`config.mk`:
```
export PLATFORM = sky130hd
export DESIGN_NAME = analog_shared_gpio_ports
export DESIGN_NICKNAME = d
export VERILOG_FILES = /design/src/common/gpio_ports_pkg.sv /design/src/logic/analog_shared_gpio_ports.sv /design/src/logic/analog_channel_map.sv /design/src/logic/gpio_port_slice.sv
export SDC_FILE = /design/constraint.sdc
export NUM_CORES = 1
export LEC_CHECK = 0
export BUFFER_PORTS_ARGS = -buffer_cell sky130_fd_sc_hd__clkbuf_2
export CELL_PAD_IN_SITES_DETAIL_PLACEMENT = 0
export CELL_PAD_IN_SITES_GLOBAL_PLACEMENT = 1
export CORE_MARGIN = 8
export CORE_UTILIZATION = 37
export DETAILED_ROUTE_END_ITERATION = 16
export PLACE_DENSITY = 0.83
export SYNTH_ARGS = -nofsm -noshare
export SYNTH_HDL_FRONTEND = slang
export SYNTH_SLANG_ARGS = --single-unit
```
`constraint.sdc`:
```
create_clock -name clk -period 2.55 [get_ports clk]
set_input_delay 0.3825 -clock clk [delete_from_list [all_inputs] [get_ports clk]]
set_output_delay 0.3825 -clock clk [all_outputs]
set_load 0.01 [all_outputs]
```
`src/common/gpio_ports_pkg.sv`:
```
// constants for the three shared analog / digital ports
// assumes banked byte-wide register access on the system clock
package gpio_ports_pkg;

    ////////////////////////////////////////////////////////////////////////
    // bank numbers and register offsets inside a bank
    localparam logic [3:0] BANK_LOW_PORTS = 4'h5;
    localparam logic [3:0] BANK_HIGH_PORT = 4'h8;
    localparam logic [7:0] OFS_FIRST_DIR = 8'h10;
    localparam logic [7:0] OFS_FIRST_DATA = 8'h11;
    localparam logic [7:0] OFS_SECOND_DIR = 8'h12;
    localparam logic [7:0] OFS_SECOND_DATA = 8'h13;
    localparam logic [7:0] OFS_ANALOG_CFG = 8'h15;
    localparam logic [7:0] OFS_THIRD_DIR = 8'h10;
    localparam logic [7:0] OFS_THIRD_DATA = 8'h11;

    ////////////////////////////////////////////////////////////////////////
    // reset values and the implemented analog config bit mask
    localparam logic [7:0] DIR_RESET = 8'hff;
    localparam logic [7:0] LATCH_RESET = 8'h00;
    localparam logic [7:0] ANALOG_CFG_RESET = 8'h00;
    localparam logic [7:0] ANALOG_CFG_IMPL = 8'hef;
    localparam logic [7:0] READ_UNMAPPED = 8'h00;

    ////////////////////////////////////////////////////////////////////////
    // analog_pin_config fields
    localparam int CLK_SEL_HI = 7;
    localparam int CLK_SEL_LO = 6;
    localparam int RESULT_FMT_BIT = 5;
    localparam int PIN_CFG_HI = 3;
    localparam int PIN_CFG_LO = 0;
    localparam logic [3:0] PIN_CFG_ALL_DIGITAL = 4'he;

    ////////////////////////////////////////////////////////////////////////
    // converter channel layout on the pins
    localparam logic [4:0] CHANNEL_COUNT = 5'h10;
    localparam int FIRST_BASE_CH = 4;
    localparam int SECOND_TOP_CH = 3;
    localparam int THIRD_BASE_CH = 12;

    ////////////////////////////////////////////////////////////////////////
    // second port bit positions of shared functions
    localparam int VREF_LOW_BIT = 2;
    localparam int VREF_HIGH_BIT = 3;
    localparam int CAPTURE_BIT = 4;
    localparam int PWM_BIT = 5;
    localparam int SERIAL_RX_BIT = 6;
    localparam int SERIAL_TX_BIT = 7;

endpackage

```
`src/logic/analog_shared_gpio_ports.sv`:
```
// three shared analog / digital ports behind banked registers
// assumes a byte register port driven on clk and pins async to clk
`timescale 1ns/100ps
module analog_shared_gpio_ports
    import gpio_ports_pkg::*;
(
    input wire logic clk,
    input wire logic reset,
    // banked register port
    input wire logic [3:0] bankSelect,
    input wire logic [7:0] regAddr,
    input wire logic regWrite,
    input wire logic regRead,
    input wire logic [7:0] regWrData,
    output logic [7:0] regRdData,
    // pins
    input wire logic [7:0] firstPinIn,
    output logic [7:0] firstPinOut,
    output logic [7:0] firstPinOe,
    input wire logic [7:0] secondPinIn,
    output logic [7:0] secondPinOut,
    output logic [7:0] secondPinOe,
    input wire logic [7:0] thirdPinIn,
    output logic [7:0] thirdPinOut,
    output logic [7:0] thirdPinOe,
    // converter side
    input wire logic vrefLowEnable,
    input wire logic vrefHighEnable,
    output logic [1:0] conversionClockSelect,
    output logic resultFormat,
    output logic [7:0] firstAnalogMask,
    output logic [7:0] secondAnalogMask,
    output logic [7:0] thirdAnalogMask,
    // capture and pulse side
    output logic thirdCaptureInput,
    input wire logic pulseEnable,
    input wire logic thirdPulseOutput,
    // second serial unit side
    input wire logic serialEnable,
    input wire logic serialDataOut,
    input wire logic serialDataOe,
    input wire logic serialClkOut,
    input wire logic serialClkOe,
    output logic serialDataIn,
    output logic serialClkIn
);

    ////////////////////////////////////////////////////////////////////////
    // address decode
    logic lowBank, highBank;
    logic hitFirstDir, hitFirstData, hitSecondDir, hitSecondData;
    logic hitCfg, hitThirdDir, hitThirdData;

    // bank choice is software's job; anything else is unmapped
    always_comb begin
        lowBank = bankSelect == BANK_LOW_PORTS;
        highBank = bankSelect == BANK_HIGH_PORT;
        hitFirstDir = lowBank && regAddr == OFS_FIRST_DIR;
        hitFirstData = lowBank && regAddr == OFS_FIRST_DATA;
        hitSecondDir = lowBank && regAddr == OFS_SECOND_DIR;
        hitSecondData = lowBank && regAddr == OFS_SECOND_DATA;
        hitCfg = lowBank && regAddr == OFS_ANALOG_CFG;
        hitThirdDir = highBank && regAddr == OFS_THIRD_DIR;
        hitThirdData = highBank && regAddr == OFS_THIRD_DATA;
    end

    ////////////////////////////////////////////////////////////////////////
    // analog configuration register
    logic [7:0] analogCfg_reg, analogCfg_next;
    logic [3:0] pinConfigField;

    always_comb begin
        analogCfg_next = analogCfg_reg;
        if (regWrite && hitCfg) begin
            analogCfg_next = regWrData & ANALOG_CFG_IMPL;
        end
    end

    always_ff @(posedge clk) begin
        if (reset) begin
            // zero field leaves all 16 converter channel pins analog
            analogCfg_reg <= ANALOG_CFG_RESET;
        end else begin
            analogCfg_reg <= analogCfg_next;
        end
    end

    assign pinConfigField = analogCfg_reg[PIN_CFG_HI:PIN_CFG_LO];
    assign conversionClockSelect = analogCfg_reg[CLK_SEL_HI:CLK_SEL_LO];
    assign resultFormat = analogCfg_reg[RESULT_FMT_BIT];

    analog_channel_map channelMap (
        .pinConfigField(pinConfigField),
        .vrefLowEnable(vrefLowEnable),
        .vrefHighEnable(vrefHighEnable),
        .firstAnalog(firstAnalogMask),
        .secondAnalog(secondAnalogMask),
        .thirdAnalog(thirdAnalogMask)
    );

    ////////////////////////////////////////////////////////////////////////
    // alternate functions of the second port
    logic [7:0] secondDir, secondLatch, secondLevel, secondRead;
    logic [7:0] secondAltSel, secondAltOut, secondAltOe;

    always_comb begin
        secondAltSel = '0;
        secondAltOut = '0;
        secondAltOe = '0;
        // pulse output replaces the latch but still needs dir 0
        secondAltSel[PWM_BIT] = pulseEnable;
        secondAltOut[PWM_BIT] = thirdPulseOutput;
        secondAltOe[PWM_BIT] = ~secondDir[PWM_BIT];
        // serial unit owns both pins and their direction
        secondAltSel[SERIAL_RX_BIT] = serialEnable;
        secondAltOut[SERIAL_RX_BIT] = serialDataOut;
        secondAltOe[SERIAL_RX_BIT] = serialDataOe;
        secondAltSel[SERIAL_TX_BIT] = serialEnable;
        secondAltOut[SERIAL_TX_BIT] = serialClkOut;
        secondAltOe[SERIAL_TX_BIT] = serialClkOe;
    end

    ////////////////////////////////////////////////////////////////////////
    // the three ports
    logic [7:0] firstDir, firstLatch, firstLevel, firstRead;
    logic [7:0] thirdDir, thirdLatch, thirdLevel, thirdRead;

    gpio_port_slice firstPort (
        .clk(clk),
        .reset(reset),
        .dirWrite(regWrite && hitFirstDir),
        .latchWrite(regWrite && hitFirstData),
        .wrData(regWrData),
        .pinIn(firstPinIn),
        .analogMask(firstAnalogMask),
        .altSel(8'h00),
        .altOut(8'h00),
        .altOe(8'h00),
        .dir(firstDir),
        .latch(firstLatch),
        .pinOut(firstPinOut),
        .pinOe(firstPinOe),
        .pinLevel(firstLevel),
        .readValue(firstRead)
    );

    gpio_port_slice secondPort (
        .clk(clk),
        .reset(reset),
        .dirWrite(regWrite && hitSecondDir),
        .latchWrite(regWrite && hitSecondData),
        .wrData(regWrData),
        .pinIn(secondPinIn),
        .analogMask(secondAnalogMask),
        .altSel(secondAltSel),
        .altOut(secondAltOut),
        .altOe(secondAltOe),
        .dir(secondDir),
        .latch(secondLatch),
        .pinOut(secondPinOut),
        .pinOe(secondPinOe),
        .pinLevel(secondLevel),
        .readValue(secondRead)
    );

    gpio_port_slice thirdPort (
        .clk(clk),
        .reset(reset),
        .dirWrite(regWrite && hitThirdDir),
        .latchWrite(regWrite && hitThirdData),
        .wrData(regWrData),
        .pinIn(thirdPinIn),
        .analogMask(thirdAnalogMask),
        .altSel(8'h00),
        .altOut(8'h00),
        .altOe(8'h00),
        .dir(thirdDir),
        .latch(thirdLatch),
        .pinOut(thirdPinOut),
        .pinOe(thirdPinOe),
        .pinLevel(thirdLevel),
        .readValue(thirdRead)
    );

    // inputs stay visible to their units even while driven as outputs
    assign thirdCaptureInput = secondLevel[CAPTURE_BIT];
    assign serialDataIn = secondLevel[SERIAL_RX_BIT];
    assign serialClkIn = secondLevel[SERIAL_TX_BIT];

    ////////////////////////////////////////////////////////////////////////
    // read data, registered and held until the next read
    logic [7:0] rdData_reg, rdData_next;

    always_comb begin
        rdData_next = rdData_reg;
        if (regRead) begin
            rdData_next = READ_UNMAPPED;
            if (hitFirstDir) begin
                rdData_next = firstDir;
            end
            if (hitFirstData) begin
                rdData_next = firstRead;
            end
            if (hitSecondDir) begin
                rdData_next = secondDir;
            end
            if (hitSecondData) begin
                rdData_next = secondRead;
            end
            if (hitCfg) begin
                rdData_next = analogCfg_reg;
            end
            if (hitThirdDir) begin
                rdData_next = thirdDir;
            end
            if (hitThirdData) begin
                rdData_next = thirdRead;
            end
        end
    end

    always_ff @(posedge clk) begin
        if (reset) begin
            rdData_reg <= READ_UNMAPPED;
        end else begin
            rdData_reg <= rdData_next;
        end
    end

    assign regRdData = rdData_reg;
endmodule

```
`src/logic/analog_channel_map.sv`:
```
// decodes pin_config_field into per-port analog masks
// assumes a static field; purely combinational
`timescale 1ns/100ps
module analog_channel_map
    import gpio_ports_pkg::*;
(
    input wire logic [3:0] pinConfigField,
    input wire logic vrefLowEnable,
    input wire logic vrefHighEnable,
    output logic [7:0] firstAnalog,
    output logic [7:0] secondAnalog,
    output logic [7:0] thirdAnalog
);
    logic [15:0] chanAnalog;
    logic [4:0] analogLimit;

    // field n leaves channels 0..15-n analog; 0xe/0xf make all digital
    always_comb begin
        analogLimit = CHANNEL_COUNT - {1'b0, pinConfigField};
        chanAnalog = '0;
        for (int c = 0; c < 16; c++) begin
            if (pinConfigField < PIN_CFG_ALL_DIGITAL &&
                5'(c) < analogLimit) begin
                chanAnalog[c] = 1'b1;
            end
        end
        secondAnalog = '0;
        thirdAnalog = '0;
        for (int i = 0; i < 8; i++) begin
            firstAnalog[i] = chanAnalog[FIRST_BASE_CH + i];
        end
        for (int i = 0; i < 4; i++) begin
            secondAnalog[i] = chanAnalog[SECOND_TOP_CH - i];
            thirdAnalog[4 + i] = chanAnalog[THIRD_BASE_CH + i];
        end
        // reference inputs take the pin away from digital use
        secondAnalog[VREF_LOW_BIT] = secondAnalog[VREF_LOW_BIT] |
                                     vrefLowEnable;
        secondAnalog[VREF_HIGH_BIT] = secondAnalog[VREF_HIGH_BIT] |
                                      vrefHighEnable;
    end
endmodule

```
`src/logic/gpio_port_slice.sv`:
```
// one 8-bit port: direction, output latch, pin synchroniser
// assumes pins asynchronous to clk; alternate functions from outside
`timescale 1ns/100ps
module gpio_port_slice
    import gpio_ports_pkg::*;
(
    input wire logic clk,
    input wire logic reset,
    input wire logic dirWrite,
    input wire logic latchWrite,
    input wire logic [7:0] wrData,
    input wire logic [7:0] pinIn,
    input wire logic [7:0] analogMask,
    input wire logic [7:0] altSel,
    input wire logic [7:0] altOut,
    input wire logic [7:0] altOe,
    output logic [7:0] dir,
    output logic [7:0] latch,
    output logic [7:0] pinOut,
    output logic [7:0] pinOe,
    output logic [7:0] pinLevel,
    output logic [7:0] readValue
);
    logic [7:0] dir_reg, dir_next;
    logic [7:0] latch_reg, latch_next;
    logic [7:0] syncA_reg, syncB_reg;

    always_comb begin
        dir_next = dirWrite ? wrData : dir_reg;
        latch_next = latchWrite ? wrData : latch_reg;
    end

    always_ff @(posedge clk) begin
        if (reset) begin
            dir_reg <= DIR_RESET;
            latch_reg <= LATCH_RESET;
        end else begin
            dir_reg <= dir_next;
            latch_reg <= latch_next;
        end
    end

    // data path only, no reset needed
    always_ff @(posedge clk) begin
        syncA_reg <= pinIn;
        syncB_reg <= syncA_reg;
    end

    assign dir = dir_reg;
    assign latch = latch_reg;
    assign pinLevel = syncB_reg;
    // 1 = input, 0 = driven from latch; altSel bits follow altOut/altOe instead, even where analogMask is set
    assign pinOut = (altSel & altOut) | (~altSel & latch_reg);
    assign pinOe = (altSel & altOe) |
                   (~altSel & ~dir_reg & ~analogMask);
    assign readValue = syncB_reg & ~analogMask;
endmodule

```
# Word level (Yosys, flattened, before mapping)
# Index checks and enable logic that the tools add are counted.
totals:
  regBits: 111
  inputBits: 57
  out_inout_bits: 86
  word_cells: 114
classes:
  add_sub_neg: 1
  n_lt_le_gt_ge: 17
  eq_ne: 7
  muxes: 23
  bitwise_logic: 22
  n_reduce_logical: 30
ops:
  columns: ["cell", "n"]
  rows:
  - ["bitwise AND 8 bit", 10]
  - ["2-to-1 mux 8 bit", 7]
  - ["NOT 8 bit", 6]
  - ["equality test 8 x 5 -> 1 bit, second input constant", 5]
  - ["< comparator 4 x 5 -> 1 bit, first input constant", 8]
  - ["logical AND 1 bit", 30]
  - ["< comparator 3 x 5 -> 1 bit, first input constant", 4]
  - ["2-to-1 mux 1 bit", 16]
  - ["OR 8 bit", 2]
  - ["< comparator 1 x 5 -> 1 bit, first input constant", 2]
  - ["< comparator 2 x 5 -> 1 bit, first input constant", 2]
  - ["NOT 4 -> 8 bit", 1]
  - ["subtractor 5 x 4 -> 5 bit, first input constant", 1]
  - ["equality test 4 x 3 -> 1 bit, second input constant", 1]
  - ["equality test 4 bit, second input constant", 1]
  - ["< comparator 4 bit, second input constant", 1]
  - ["OR 1 bit", 2]
  - ["NOT 1 bit", 1]

# Depth between registers and ports, before layout
depth:
  ltp_word: 12
  ltp_mapped: 8
  mapped_depth_nobuf: 7

# Cells and area by module
# From an unflattened synthesis, not the netlist that was laid out.
unflattened:
  hier_cells: 569
  area_unflattened_um2: 5410.2
modules_own_cells:
  columns: ["module", "instances", "cells_per_inst", "area_each_um2", "seq_area_each_um2"]
  rows:
  - ["gpio_port_slice", 3, 100, 1139.8, 640.6]
  - ["analog_shared_gpio_ports", 1, 197, 1481.4, 300.3]
  - ["analog_channel_map", 1, 72, 509.2, 0.0]

# Worst setup path after synthesis
# OpenSTA, ideal clock, no wires.
synth_timing:
  path_kind: "register to output"
  from: "register analogCfg_reg[0]"
  to: "output secondPinOe[3]"
  arrival_time_ns: 1.964
  t_required_ns: 2.168
  path_slack_ns: 0.204
  path_stages_with_launch: 8
  n_path_buf: 2
  cell_sequence: "dfxtp_1 -> inv_1 -> ha_1 -> clkbuf_1 -> a31o_2 -> clkbuf_1 -> or3_1 -> nor2_1"
synth_via:
  elab_chain_len: 8
  word_cells_on_any_way: 9
  cone_classes: "add/sub (1); order compare (2); mux (1); bitwise (4); reduce/logical (1)"
synth_lines:
  columns: ["item", "line", "text"]
  rows:
  - ["start, declared", "analog_shared_gpio_ports.sv:69", "logic [7:0] analogCfg_reg, analogCfg_next;"]
  - ["start signal, assigned", "analog_shared_gpio_ports.sv:84", "analogCfg_reg <= analogCfg_next;"]
  - ["subtractor 5 x 4 -> 5 bit", "analog_channel_map.sv:19", "analogLimit = CHANNEL_COUNT - {1'b0, pinConfigField};"]
  - ["< comparator 1 x 5 -> 1 bit", "analog_channel_map.sv:23", "5'(c) < analogLimit) begin"]
  - ["logical AND 1 bit *", "analog_channel_map.sv:22", "if (pinConfigField < PIN_CFG_ALL_DIGITAL &&"]
  - ["2-to-1 mux 1 bit *", "analog_channel_map.sv:22", null]
  - ["OR 1 bit *", "analog_channel_map.sv:39", "secondAnalog[VREF_HIGH_BIT] = secondAnalog[VREF_HIGH_BIT] |"]
  - ["net secondAnalogMask[3]", "analog_shared_gpio_ports.sv:32", "output logic [7:0] secondAnalogMask,"]
  - ["NOT 4 -> 8 bit *", "gpio_port_slice.sv:55", "(~altSel & ~dir_reg & ~analogMask);"]
  - ["bitwise AND 8 bit *", "gpio_port_slice.sv:55", null]
  - ["OR 8 bit *", "gpio_port_slice.sv:54", "assign pinOe = (altSel & altOe) |"]
  - ["end, declared", "analog_shared_gpio_ports.sv:22", "output logic [7:0] secondPinOe,"]
# Mark *: on every way through the listed nets, which the timed path passes. The rest lies on a longest branch.

# Worst setup path after layout
layout_timing:
  from: "register analogCfg_reg[0]"
  to: "output thirdPinOe[5]"
layout_via:
  elab_chain_len: 6
  word_cells_on_any_way: 7
  cone_classes: "add/sub (1); order compare (2); mux (1); bitwise (2); reduce/logical (1)"
layout_lines:
  columns: ["item", "line", "text"]
  rows:
  - ["subtractor 5 x 4 -> 5 bit", "analog_channel_map.sv:19", null]
  - ["< comparator 4 x 5 -> 1 bit", "analog_channel_map.sv:23", null]
  - ["logical AND 1 bit *", "analog_channel_map.sv:22", null]
  - ["2-to-1 mux 1 bit *", "analog_channel_map.sv:22", null]
  - ["NOT 8 bit *", "gpio_port_slice.sv:55", null]
  - ["bitwise AND 8 bit *", "gpio_port_slice.sv:55", null]
  - ["end, declared", "analog_shared_gpio_ports.sv:25", "output logic [7:0] thirdPinOe,"]
# Every way passes the cells marked *; elsewhere a longest branch is shown, timed or not.

==> flow_metrics.py <==
metrics = {
    "global_route": {
        "grt_start_max_net_pins": 40,
        "antenna_found_initial": 0,
        "grt_pass1_vias": 4507,
        "grt_pass1_wl_um": 24400,
        "overflow": 0,
        "grt.total_usage": 0.191,
    },
    "pwr": {
        "p_sw_frac": 0.243,
        "power.switching_w": 0.000825,
        "leakage_nw": 2.44,
        "p_per_area_mw_per_mm2": 575,
        "p_int_w": 0.00257,
        "p_seq_frac": 0.528,
        "vdd_drop_max_v": 0.000409,
        "comb_power_share": 0.061,
        "power.share.clock": 0.411,
    },
    "clocking": {
        "cts_buffer_depth": 2,
        "cts_sinks": 111,
        "root_buffer": "clkbuf_16",
        "cts_hold_buf": 0,
        "post_cts_buffers": 0,
        "numCtsBuffers": 9,
        "tritoncts": "done",
        "clk_latency_ns": 0.36,
        "clk_pin_slew_ns": 0.08,
        "cts-htree-levels": 3,
    },
    "sta": {
        "grt_setup_unrepaired": "yes",
        "setup_viol": 0,
        "hold_slack_ns": 0.122,
        "skew_ns": 0.00860,
        "maxSlewHeadroom": 0.445,
        "drv_slew": 0,
        "timing.fmax_mhz": 399,
        "final_hold_viol_count": 0,
        "min_period_over_period": 0.984,
        "min_period_ns": 2.51,
        "worstMarginPinSlew_ns": 0.833,
    },
    "critical_path": {
        "path_class": "flip-flop to output port",
        "cp-end-kind": "output port",
        "cp_top_family": "simple AND/OR/NAND/NOR gates",
        "cp.required_ns": 2.17,
        "cp-start-kind": "flip-flop",
        "cp.buffers_inverters": 3,
        "crit_chain": "inv_1, ha_4, or3b_2, inv_1, a311o_1, nor2_1, clkbuf_2",
        "worst-path-max-fanout": 11,
        "cpMostUsedCell": "inv_1",
        "slowest_delay_ns": 0.47,
        "cp_slowest_cell": "or3b_2",
        "crit_arrival_ns": 2.13,
    },
    "yosys": {
        "synthCells": 550,
        "yosys-top-cells-count": "dfxtp_1, nand2_1, nor2_1, a21oi_1, nand3_1",
        "synth-edff-count": 0,
        "synth.area.top_cells": "dfxtp_1, a211o_1, nand2_1, a21oi_1, nor2_1",
        "synth-seq-cells": 111,
        "syn_avg_cell_area_um2": 8.54,
        "async_reset_ff_frac": 0,
        "yosys_warnings": 0,
        "synth_top_area_frac": 0.473,
        "netlist_area_mm2": 0.00470,
        "synth.most_common_cell": "dfxtp_1",
        "synthFlopType": "dfxtp_1",
        "yosys.area.top_type": "dfxtp_1",
        "synth.distinct_cells": 67,
        "synth-seq-area-share": 0.473,
    },
    "routing": {
        "drc_errors": 0,
        "viasPerCell": 5.29,
        "antenna_left": 0,
        "firstDrtPassIters": 5,
        "routed_wl_um": 15900,
        "wl_per_cell_um": 18.6,
        "vias": 4504,
        "drtIter0Drc": 335,
    },
    "floorplanning": {
        "num_rows": 41,
        "dieArea_mm2": 0.0166,
        "die_x_um": 129,
        "core_mm2": 0.0125,
        "die_h_um": 129,
        "initial_core_util": 0.375,
        "io_pins": 143,
    },
    "placement": {
        "dpl.hpwl_um": 12300,
        "port_buffers": 134,
        "gp_congestion": 0.905,
        "post-place-cells": 836,
    },
    "status": {
        "status": "finished clean",
    },
    "cells_and_area": {
        "drive_gt1_frac": 0.294,
        "diodes": 0,
        "nets": 733,
        "final_util": 0.471,
        "nFillCells": 1228,
        "stdcell_count": 852,
        "syn_to_final_growth_pct": 25.6,
    },
    "min_path": {
        "hp-class": "input port to flip-flop",
    },
    "run": {
        "drv_cap": 0,
    },
}
==> worst paths after layout <==
path                      startpoint                     end  slack, ns  cells after the start
max                 analogCfg_reg[0]           thirdPinOe[5]       0.04                      7
min                    firstPinIn[1]  firstPort.syncA_reg[1]       0.12                      1
max reg2reg         analogCfg_reg[0]            regRdData[6]       0.46                      7
min reg2reg  secondPort.syncA_reg[6]  secondPort.pinLevel[6]       0.32                      0
==> per-layer routing <==
metal / share of wire / vias to the layer above / track usage
met2: 0.49 / 184 / 0.319
met3: 0.081 / 18 / 0.0426
li1: - / 2165 / -
met4: 0.015 / 0 / 0.0629
met5: 0 / - / 0
met1: 0.41 / 2137 / 0.238
==> layout by cell type, fill, tap and decap left out, drive strengths merged, types with 3 or more instances in the layout <==
| cell | synthesis | routed |
|---|---|---|
| nor4 | 8 | 8 |
| or2 | 4 | 4 |
| o31ai | 3 | 3 |
| nand4 | 7 | 7 |
| and3 | 7 | 7 |
| nand2 | 59 | 59 |
| a2bb2oi | 3 | 3 |
| nor2b | 10 | 10 |
| o21a | 4 | 4 |
| a22oi | 3 | 3 |
| mux2i | 5 | 5 |
| nor2 | 57 | 57 |
| dfxtp | 111 | 111 |
| buf | 23 | 24 |
| o22ai | 3 | 3 |
| conb | 1 | 8 |
| inv | 27 | 31 |
| mux2 | 5 | 5 |
| nor3 | 8 | 8 |
| clkbuf | 28 | 144 |
| o21ai | 18 | 18 |
| nand3 | 32 | 32 |
| nand2b | 6 | 6 |
| a211o | 27 | 27 |
| a21oi | 43 | 43 |
==> layout make-up <==
class / instances / area (µm²) / area share
clock inverters: 6 / 60.1 / 0.0102
repair buffers: 158 / 876 / 0.148
multi-input cells: 368 / 2180 / 0.370
flip-flops and latches: 111 / 2220 / 0.377
inverters: 27 / 101 / 0.0172
clock buffers: 10 / 239 / 0.0405
well taps: 172 / 215 / 0.0365
==> repair_timing <==
item                       CTS  global route
gates cloned                 0             0
setup endpoints to repair   16             7
resized for setup            7             3
pin swaps                    1             2
==> power groups by stage <==
stage / Sequential, W / Clock [W] / Combinational [W]
CTS: 0.00179 / 0.00142 / 0.000207
detailed placement: 0.00183 / 0 / 0.000206
global route: 0.00180 / 0.00150 / 0.000224
finish: 0.00179 / 0.00139 / 0.000208
floorplan: 0.00183 / 0 / 0.000106
global placement: 0.00183 / 0 / 0.000204
==> cells by family (layout without fill, tap and decap cells) <==
kind of cell	Yosys count	after routing	share of synthesized area
other	1	8	0.000798
buffers and inverters	78	201	0.0775
AND/OR/NAND/NOR	215	215	0.226
AO/OA/AOI/OAI	134	134	0.197
adder cells (fa/ha/maj)	1	1	0.00266
flip-flops	111	111	0.473
multiplexers	10	10	0.0226
==> metrics by stage <==
stage | power (W) | worst slack, ns | cell area [µm²] | TNS, ns
floorplan | 0.00193 | 0.204 | 4720 | 0
global placement | 0.00204 | 0.231 | 5560 | 0
detailed placement | 0.00204 | 0.198 | 5560 | 0
CTS | 0.00342 | 0.0294 | 5890 | 0
global route | 0.00352 | -0.0535 | 5900 | -0.179
finish | 0.00339 | 0.0407 | 5900 | 0
Note: power is estimated with default switching activity, not from simulation.
